### src/design/cst_pkg.sv
/*
 * Shared constants and types for the conditional skip test block.
 * Assumes a 50 MHz core clock and a classic Wishbone register master.
 */
// Functional notes
// - pin test polarity from control bit 2
// - polarity 0: skip when pin low
// - polarity 1: skip when pin high
// - power-down test skips on flag, keeps flag
// - timer 1 enable 0: clear flag, skip
// - timer 1 enable 1: test is no-operation
// - timer 1 enable is timer control bit 2
// - timer 2 enable 0: clear flag, skip
// - timer 2 enable 1: test is no-operation
// - timer 2 enable is timer control bit 3
package cst_pkg;

   localparam int unsigned CST_ADR_W = 8;
   localparam int unsigned CST_DAT_W = 32;
   localparam int unsigned CST_CTL_W = 4;
   localparam int unsigned CST_SYNC_STAGES = 2;

   // register byte addresses
   localparam logic [CST_ADR_W-1:0] CST_ADR_EXT_CTRL = 8'h00;
   localparam logic [CST_ADR_W-1:0] CST_ADR_TMR_CTRL = 8'h04;
   localparam logic [CST_ADR_W-1:0] CST_ADR_FLAGS = 8'h08;
   localparam logic [CST_ADR_W-1:0] CST_ADR_IRQ_STATUS = 8'h0C;
   localparam logic [CST_ADR_W-1:0] CST_ADR_IRQ_MASK = 8'h10;

   localparam logic [CST_CTL_W-1:0] CST_CTL_RESET = 4'h0;
   localparam logic [CST_DAT_W-1:0] CST_DAT_ZERO = 32'h0;

   // control field positions
   localparam int unsigned CST_POL_BIT = 2;
   localparam int unsigned CST_T1_EN_BIT = 2;
   localparam int unsigned CST_T2_EN_BIT = 3;

   // flags register layout
   localparam int unsigned CST_FL_T1 = 0;
   localparam int unsigned CST_FL_T2 = 1;
   localparam int unsigned CST_FL_PIN = 2;
   localparam int unsigned CST_FL_PD = 3;
   localparam int unsigned CST_FL_SKIP = 4;
   localparam int unsigned CST_FL_W = 5;

   // interrupt status / mask layout
   localparam int unsigned CST_ST_T1_SET = 0;
   localparam int unsigned CST_ST_T2_SET = 1;
   localparam int unsigned CST_ST_SKIP = 2;
   localparam int unsigned CST_ST_SUPPRESS = 3;
   localparam int unsigned CST_ST_W = 4;
   localparam logic [CST_ST_W-1:0] CST_ST_RESET = 4'h0;

   typedef enum logic [2:0] {
      CST_OP_NONE,
      CST_OP_PIN,
      CST_OP_PD,
      CST_OP_T1,
      CST_OP_T2
   } cst_op_e;

   typedef struct packed {
      logic valid;
      cst_op_e op;
   } cst_instr_s;

   typedef struct packed {
      logic done;
      logic skip;
      logic suppressed;
   } cst_result_s;

   typedef struct packed {
      logic skip;
      logic clear_t1;
      logic clear_t2;
   } cst_outcome_s;

endpackage

### src/design/cst_skip_tests.sv
/*
 * Execution logic for the four conditional skip test instructions:
 * pin level, power-down flag, timer one and timer two request flags.
 * Holds the two timer request flags, the pin polarity and timer enable
 * controls, a skip-pending marker and a small interrupt status block.
 * Assumes the decode path presents one decoded test per instruction
 * cycle on i_instr, the program counter is advanced outside, and the
 * registers are reached by a classic Wishbone master.
 */
// The register offsets and the Wishbone interface to the registers were chosen for this implementation.
`timescale 1ns/1ns
`default_nettype none
module cst_skip_tests
   import cst_pkg::*;
(
   input wire logic i_clk,
   input wire logic i_reset,
   // wishbone slave
   input wire logic i_wb_cyc,
   input wire logic i_wb_stb,
   input wire logic i_wb_we,
   input wire logic [cst_pkg::CST_ADR_W-1:0] i_wb_adr,
   input wire logic [cst_pkg::CST_DAT_W-1:0] i_wb_dat,
   input wire logic [3:0] i_wb_sel,
   output logic [cst_pkg::CST_DAT_W-1:0] o_wb_dat,
   output logic o_wb_ack,
   // decoded instruction, one per instruction cycle
   input wire cst_pkg::cst_instr_s i_instr,
   // flag and pin sources
   input wire logic i_ext_int_pin,
   input wire logic i_powerdown_flag,
   input wire logic i_timer_one_event,
   input wire logic i_timer_two_event,
   // results towards the core
   output cst_pkg::cst_result_s o_result,
   output logic o_skip_pending,
   output logic o_carry_write_en,
   output logic o_timer_one_request_flag,
   output logic o_timer_two_request_flag,
   output logic o_irq
);

   ////////////////////////////////////////////////////////////////////
   // declarations

   logic pin_sync;
   logic [CST_CTL_W-1:0] ext_interrupt_control_reg;
   logic [CST_CTL_W-1:0] timer_int_control_reg;
   logic [CST_ST_W-1:0] irq_status;
   logic [CST_ST_W-1:0] irq_mask;
   logic [CST_ST_W-1:0] next_irq_status;
   logic [CST_ST_W-1:0] status_events;
   logic [CST_ST_W-1:0] status_clear;
   logic pin_polarity_select_bit;
   logic timer_one_int_enable_bit;
   logic timer_two_int_enable_bit;
   logic wb_req;
   logic wb_commit;
   logic wb_write;
   logic wb_read;
   logic [CST_DAT_W-1:0] rd_mux;
   logic instr_take;
   logic instr_kill;
   logic instr_exec;
   cst_outcome_s outcome;
   logic next_t1_flag;
   logic next_t2_flag;

   ////////////////////////////////////////////////////////////////////
   // pin synchroniser

   cst_sync #(
      .WIDTH(1),
      .STAGES(CST_SYNC_STAGES)
   ) u_pin_sync (
      .i_clk(i_clk),
      .i_reset(i_reset),
      .i_async(i_ext_int_pin),
      .o_sync(pin_sync)
   );

   ////////////////////////////////////////////////////////////////////
   // functions

   // evaluates one test against current controls and flags
   function automatic cst_outcome_s test_outcome(
      input cst_op_e op,
      input logic pol,
      input logic pin,
      input logic pd,
      input logic t1f,
      input logic t2f,
      input logic en1,
      input logic en2
   );
      cst_outcome_s r;
      r = '0;
      unique case (op)
         CST_OP_NONE: begin
            r = '0;
         end
         CST_OP_PIN: begin
            // skip when the pin matches the selected level
            r.skip = (pin == pol);
         end
         CST_OP_PD: begin
            r.skip = pd;
         end
         CST_OP_T1: begin
            // enabled interrupt turns the test into a no-operation
            r.skip = !en1 && t1f;
            r.clear_t1 = !en1 && t1f;
         end
         CST_OP_T2: begin
            r.skip = !en2 && t2f;
            r.clear_t2 = !en2 && t2f;
         end
         default: begin
            r = '0;
         end
      endcase
      return r;
   endfunction

   // writes the low 4 data bits onto a control register when its byte lane is selected
   function automatic logic [CST_CTL_W-1:0] ctl_write(
      input logic [CST_CTL_W-1:0] old,
      input logic [CST_DAT_W-1:0] data,
      input logic lane
   );
      return lane ? data[CST_CTL_W-1:0] : old;
   endfunction

   ////////////////////////////////////////////////////////////////////
   // control bit extraction

   assign pin_polarity_select_bit =
      ext_interrupt_control_reg[CST_POL_BIT];
   assign timer_one_int_enable_bit =
      timer_int_control_reg[CST_T1_EN_BIT];
   assign timer_two_int_enable_bit =
      timer_int_control_reg[CST_T2_EN_BIT];

   ////////////////////////////////////////////////////////////////////
   // instruction execution

   assign instr_take = i_instr.valid;
   // the word after a skip is consumed without running its test
   assign instr_kill = instr_take && o_skip_pending;
   assign instr_exec = instr_take && !o_skip_pending;

   always_comb begin
      if (instr_exec) begin
         outcome = test_outcome(i_instr.op,
                                pin_polarity_select_bit,
                                pin_sync,
                                i_powerdown_flag,
                                o_timer_one_request_flag,
                                o_timer_two_request_flag,
                                timer_one_int_enable_bit,
                                timer_two_int_enable_bit);
      end else begin
         outcome = '0;
      end
   end

   // skip marker: set by a taken skip, consumed by the next word
   always_ff @(posedge i_clk) begin
      if (i_reset) begin
         o_skip_pending <= 1'b0;
      end else if (instr_kill) begin
         o_skip_pending <= 1'b0;
      end else if (outcome.skip) begin
         o_skip_pending <= 1'b1;
      end
   end

   // one-cycle completion report for every word taken
   always_ff @(posedge i_clk) begin
      if (i_reset) begin
         o_result <= '0;
      end else begin
         o_result.done <= instr_take;
         o_result.skip <= outcome.skip;
         o_result.suppressed <= instr_kill;
      end
   end

   // these tests never write the carry
   always_ff @(posedge i_clk) begin
      if (i_reset) begin
         o_carry_write_en <= 1'b0;
      end else begin
         o_carry_write_en <= 1'b0;
      end
   end

   ////////////////////////////////////////////////////////////////////
   // timer request flags

   // a timer event in the clearing cycle wins, so no request is lost
   always_comb begin
      next_t1_flag = o_timer_one_request_flag;
      if (outcome.clear_t1) begin
         next_t1_flag = 1'b0;
      end
      if (i_timer_one_event) begin
         next_t1_flag = 1'b1;
      end
   end

   always_comb begin
      next_t2_flag = o_timer_two_request_flag;
      if (outcome.clear_t2) begin
         next_t2_flag = 1'b0;
      end
      if (i_timer_two_event) begin
         next_t2_flag = 1'b1;
      end
   end

   always_ff @(posedge i_clk) begin
      if (i_reset) begin
         o_timer_one_request_flag <= 1'b0;
         o_timer_two_request_flag <= 1'b0;
      end else begin
         o_timer_one_request_flag <= next_t1_flag;
         o_timer_two_request_flag <= next_t2_flag;
      end
   end

   ////////////////////////////////////////////////////////////////////
   // wishbone slave

   assign wb_req = i_wb_cyc && i_wb_stb;
   // writes and read side effects land on the edge that sees ack
   assign wb_commit = wb_req && o_wb_ack;
   assign wb_write = wb_commit && i_wb_we;
   assign wb_read = wb_commit && !i_wb_we;

   always_ff @(posedge i_clk) begin
      if (i_reset) begin
         o_wb_ack <= 1'b0;
      end else begin
         o_wb_ack <= wb_req && !o_wb_ack;
      end
   end

   always_comb begin
      rd_mux = CST_DAT_ZERO;
      unique case (i_wb_adr)
         CST_ADR_EXT_CTRL: begin
            rd_mux[CST_CTL_W-1:0] = ext_interrupt_control_reg;
         end
         CST_ADR_TMR_CTRL: begin
            rd_mux[CST_CTL_W-1:0] = timer_int_control_reg;
         end
         CST_ADR_FLAGS: begin
            rd_mux[CST_FL_T1] = o_timer_one_request_flag;
            rd_mux[CST_FL_T2] = o_timer_two_request_flag;
            rd_mux[CST_FL_PIN] = pin_sync;
            rd_mux[CST_FL_PD] = i_powerdown_flag;
            rd_mux[CST_FL_SKIP] = o_skip_pending;
         end
         CST_ADR_IRQ_STATUS: begin
            rd_mux[CST_ST_W-1:0] = irq_status;
         end
         CST_ADR_IRQ_MASK: begin
            rd_mux[CST_ST_W-1:0] = irq_mask;
         end
         default: begin
            rd_mux = CST_DAT_ZERO;
         end
      endcase
   end

   // read data is captured together with ack and held until next one
   always_ff @(posedge i_clk) begin
      if (i_reset) begin
         o_wb_dat <= CST_DAT_ZERO;
      end else if (wb_req && !o_wb_ack) begin
         o_wb_dat <= i_wb_we ? CST_DAT_ZERO : rd_mux;
      end
   end

   ////////////////////////////////////////////////////////////////////
   // control registers

   always_ff @(posedge i_clk) begin
      if (i_reset) begin
         ext_interrupt_control_reg <= CST_CTL_RESET;
      end else if (wb_write && i_wb_adr == CST_ADR_EXT_CTRL) begin
         ext_interrupt_control_reg <=
            ctl_write(ext_interrupt_control_reg, i_wb_dat, i_wb_sel[0]);
      end
   end

   always_ff @(posedge i_clk) begin
      if (i_reset) begin
         timer_int_control_reg <= CST_CTL_RESET;
      end else if (wb_write && i_wb_adr == CST_ADR_TMR_CTRL) begin
         timer_int_control_reg <=
            ctl_write(timer_int_control_reg, i_wb_dat, i_wb_sel[0]);
      end
   end

   always_ff @(posedge i_clk) begin
      if (i_reset) begin
         irq_mask <= CST_ST_RESET;
      end else if (wb_write && i_wb_adr == CST_ADR_IRQ_MASK) begin
         irq_mask <= ctl_write(irq_mask, i_wb_dat, i_wb_sel[0]);
      end
   end

   ////////////////////////////////////////////////////////////////////
   // interrupt status

   always_comb begin
      status_events = CST_ST_RESET;
      status_events[CST_ST_T1_SET] =
         i_timer_one_event && !o_timer_one_request_flag;
      status_events[CST_ST_T2_SET] =
         i_timer_two_event && !o_timer_two_request_flag;
      status_events[CST_ST_SKIP] = outcome.skip;
      status_events[CST_ST_SUPPRESS] = instr_kill;
   end

   // read clears only the bits it returned: a bit set after the data
   // was latched must survive until software has seen it
   assign status_clear = (wb_read && i_wb_adr == CST_ADR_IRQ_STATUS) ?
                         o_wb_dat[CST_ST_W-1:0] : CST_ST_RESET;
   assign next_irq_status = (irq_status & ~status_clear) | status_events;

   always_ff @(posedge i_clk) begin
      if (i_reset) begin
         irq_status <= CST_ST_RESET;
      end else begin
         irq_status <= next_irq_status;
      end
   end

   // level output, one cycle behind the status it reflects
   always_ff @(posedge i_clk) begin
      if (i_reset) begin
         o_irq <= 1'b0;
      end else begin
         o_irq <= |(irq_status & irq_mask);
      end
   end

endmodule
`default_nettype wire

### src/design/cst_sync.sv
/*
 * Multi-stage synchroniser for asynchronous level inputs.
 * Assumes inputs are slow levels; no pulse is shorter than a clock.
 */
`timescale 1ns/1ns
`default_nettype none
module cst_sync #(
   parameter int unsigned WIDTH = 1,
   parameter int unsigned STAGES = 2
) (
   input wire logic i_clk,
   input wire logic i_reset,
   input wire logic [WIDTH-1:0] i_async,
   output logic [WIDTH-1:0] o_sync
);

   logic [WIDTH-1:0] chain [STAGES];

   // only the last stage is visible; earlier stages may be metastable
   always_ff @(posedge i_clk) begin
      if (i_reset) begin
         for (int i = 0; i < STAGES; i++) begin
            chain[i] <= '0;
         end
      end else begin
         chain[0] <= i_async;
         for (int i = 1; i < STAGES; i++) begin
            chain[i] <= chain[i-1];
         end
      end
   end

   assign o_sync = chain[STAGES-1];

endmodule
`default_nettype wire

### config.mk
export PLATFORM = sky130hd
export DESIGN_NAME = cst_skip_tests
export DESIGN_NICKNAME = d
export VERILOG_FILES = /design/src/design/cst_pkg.sv /design/src/design/cst_skip_tests.sv /design/src/design/cst_sync.sv
export SDC_FILE = /design/constraint.sdc
export NUM_CORES = 1
export LEC_CHECK = 0
export ABC_AREA = 0
export BUFFER_PORTS_ARGS = -buffer_cell sky130_fd_sc_hd__buf_4
export CAP_MARGIN = 25
export CORE_ASPECT_RATIO = 0.6
export CORE_UTILIZATION = 40
export CTS_BUF_LIST = sky130_fd_sc_hd__clkbuf_4 sky130_fd_sc_hd__clkbuf_8
export DETAILED_ROUTE_END_ITERATION = 8
export GPL_TIMING_DRIVEN = 0
export PLACE_DENSITY = 0.78
export SYNTH_ARGS = -nofsm -noshare
export SYNTH_HDL_FRONTEND = slang
export SYNTH_SLANG_ARGS = --single-unit
export TNS_END_PERCENT = 30
### constraint.sdc
create_clock -name i_clk -period 1.71 [get_ports i_clk]
set_input_delay 0.171 -clock i_clk [delete_from_list [all_inputs] [get_ports i_clk]]
set_output_delay 0.171 -clock i_clk [all_outputs]
set_load 0.02 [all_outputs]
==> impl_metrics.toml <==
[setup_path]
worstPathArrival_ns = 1.76
crit_start = "i_wb_adr[5]"
r2r_end = "irq_mask[0]"
endpoint_kind = "flip-flop"
cp-start-kind = "input pin"
reg2reg_depth = 5
crit_end = "irq_mask[0]"
r2r-start = "o_wb_ack"
worstSetupPathType = "in -> reg"
r2r_setup_slack_ns = 0.14
crit_fanout = 6
crit_required_ns = 1.86

[synthesis]
synth_commonest_cells = "dfxtp_1, buf_4, mux2i_1, nor2_1, a21oi_1"
syn_avg_cell_area_um2 = 9.25
syn_inst = 179
synth_area_um2 = 1660
yosysMostFrequentCell = "dfxtp_1"
ys.flop_type = "dfxtp_1"
synth.distinct_cells = 40
ys_seq_elements = 31
synth-edff-count = 0
synth_top_cell_area_share_pct = 37.5
yosys_warnings = 0
synth_area_leaders = "dfxtp_1, buf_4, mux2i_1"
yosysSeqAreaShare_pct = 37.5
synth.largest_area_cell = "dfxtp_1"
synthArstFlopShare_pct = 0

[placement]
pre_cts_ws_ns = -0.194
hpwlAfterDp_um = 3100
finalWeightedCongestion = 0.870
io_buffers = 37

[cts]
clock_path_buffers = 2
cts_buffers = 5
cts_htree_levels = 2
path_clk_slew_ns = 0.06
cts_setup_buffers = 0
clock_latency_ns = 0.28
cts_tree = "yes"
ctsRootBufferMaster = "clkbuf_8"
cts.sinks = 31

[finish]
final_core_util_pct = 57.7
top_register = "o_wb_dat"
nets = 307
num_antenna_cells = 0
largest_register_ffs = 5
drive_gt1_share_pct = 33.1
n_fill_cell = 349
syn2layout_area_growth_pct = 32.7

[pwr]
p_leak_uw = 0.00103
netSwitchingFraction_pct = 26.7
power.internal_uw = 1190
total_power_uw = 1620
p_per_area_nw_per_um2 = 737
vdd_drop_max_mv = 0.425
power_frac_seq_pct = 46.8
clkPwrFrac_pct = 35.5
pwr-share-comb_pct = 17.7
power_switching_uw = 433

[timing]
layout_setup_ws_ns = 0.0985
maxSlewViolCount = 0
fmax_mhz = 621
tightest_slew_ns = 0.529
rsz0062_at_grt = "no"
finalCritPeriodShare_pct = 94.2
hold_violations = 0
slew_headroom_pct = 64.7
setup_viol = 0
min_period_ns = 1.61
finalSetupTns_ns = 0
fin_worst_skew_ns = 0.00524

[run_status]
status = "finished clean"

[grt]
gr-usage-all-layers_pct = 18.7
grt_pass1_wl_um = 6090
overflow = 0
antenna_found_initial = 0
grt_max_degree = 11
grt_pass1_vias = 1221

[detailed_routing]
vias = 1445
drt-initial-drc-count = 73
ant_nets = 0
wl_per_cell_um = 13.1
drc = 0
first_pass_iters = 4
wl_um = 3890
vias_per_cell = 4.85

[floorplanning]
initial_core_util_pct = 43.5
rows = 17
dieArea_um2 = 4410
io_pins = 98
die_w_um = 85.1
fp.dieH_um = 51.9
coreArea_um2 = 3810

[run]
drv_cap = 0

[worst_hold_path]
min-delay-start = "i_ext_int_pin"
hold_path_class = "in -> reg"
kinds of logic (layout without fill, tap and decap cells):
group                     Yosys count  in the layout  share of synthesized area (%)
AOI/OAI and AO/OA                  31             31                           12.1
DFF                                31             31                           37.5
xor gates and xnor gates            1              1                          0.529
other                               1             28                          0.226
muxes                              20             20                           12.1
buffers and inverters              37             82                           15.3
and+or+nand+nor                    58             58                           22.3
routing by layer:
layer / up-vias / global-route usage (%) / routed length, µm / part of all wire (%)
met5: - / 0 / 0 / 0
met4: 0 / 5.65 / 7 / 0.18
met3: 2 / 5.24 / 407 / 10
met2: 64 / 23.1 / 1460 / 38
met1: 651 / 29.6 / 2010 / 52
li1: 728 / - / - / -
layout by cell type, fill, tap and decap left out, types with 2 or more instances in the layout:
cell      instances
clkbuf_1          3
o22ai_1           3
clkbuf_4          2
o21ai_1           2
a31o_1            3
a21boi_1          2
a22oi_1           2
o21a_1            2
buf_6             2
nor2_1           20
inv_1             3
a221oi_1          3
or4_4             2
or3_1             2
mux2i_1          20
or4_1             2
nor4b_1           2
o21ai_0           5
nand2_1           5
clkbuf_8          5
conb_1           28
nor4_4            2
nor3_1            5
nand4b_1          2
buf_4            65
nor2b_1           3
a21oi_1           8
nand3b_1          2
dfxtp_1          31
cell type report:
| type | count | area [µm²] | share of cell area (%) |
|---|---|---|---|
| clock inverters | 1 | 5.00 | 0.228 |
| clock buffers | 7 | 83.8 | 3.81 |
| multi-input cells | 138 | 892 | 40.6 |
| plain buffers | 34 | 249 | 11.3 |
| inverters | 3 | 11.3 | 0.512 |
| well taps | 47 | 58.8 | 2.68 |
| repair buffers | 37 | 278 | 12.6 |
| flip-flops and latches | 31 | 621 | 28.2 |
worst min-delay path by stage:
stage               slack (ns)                        to  depth (start not counted)
floorplan                 0.29  o_timer_one_request_flag                          2
finish                    0.11    u_pin_sync.chain[0][0]                          2
global route              0.14    u_pin_sync.chain[0][0]                          2
CTS                       0.11    u_pin_sync.chain[0][0]                          2
global placement          0.38    u_pin_sync.chain[0][0]                          2
detailed placement        0.40    u_pin_sync.chain[0][0]                          2
worst max-delay path: stages:
cell	delay, ns
buf_4	0.11
or3_1	0.35
clkbuf_1	0.20
or4_4	0.57
buf_6	0.15
mux2i_1	0.14
nor2_1	0.05
power by group through the flow:
stage | Sequential (µW) | Clock, µW | Combinational, µW
finish | 758 | 575 | 288
global route | 760 | 632 | 310
CTS | 758 | 590 | 283
detailed placement | 773 | 0 | 282
global placement | 773 | 0 | 281
floorplan | 782 | 0 | 173
repair_timing:
item                       4_1_cts  5_1_grt
setup endpoints to repair        0        4
gates resized for setup          0        1
hold buffers                     0        0
through the flow:
step	instance area, µm²	hold WS [ns]	instances
final	2200	0.115	298
after global routing	2200	0.136	298
after CTS	2190	0.108	298
after detailed placement	2100	0.400	290
after global placement	2100	0.382	290
after floorplan	1770	0.288	206
Note: power is estimated with default switching activity, not from simulation.
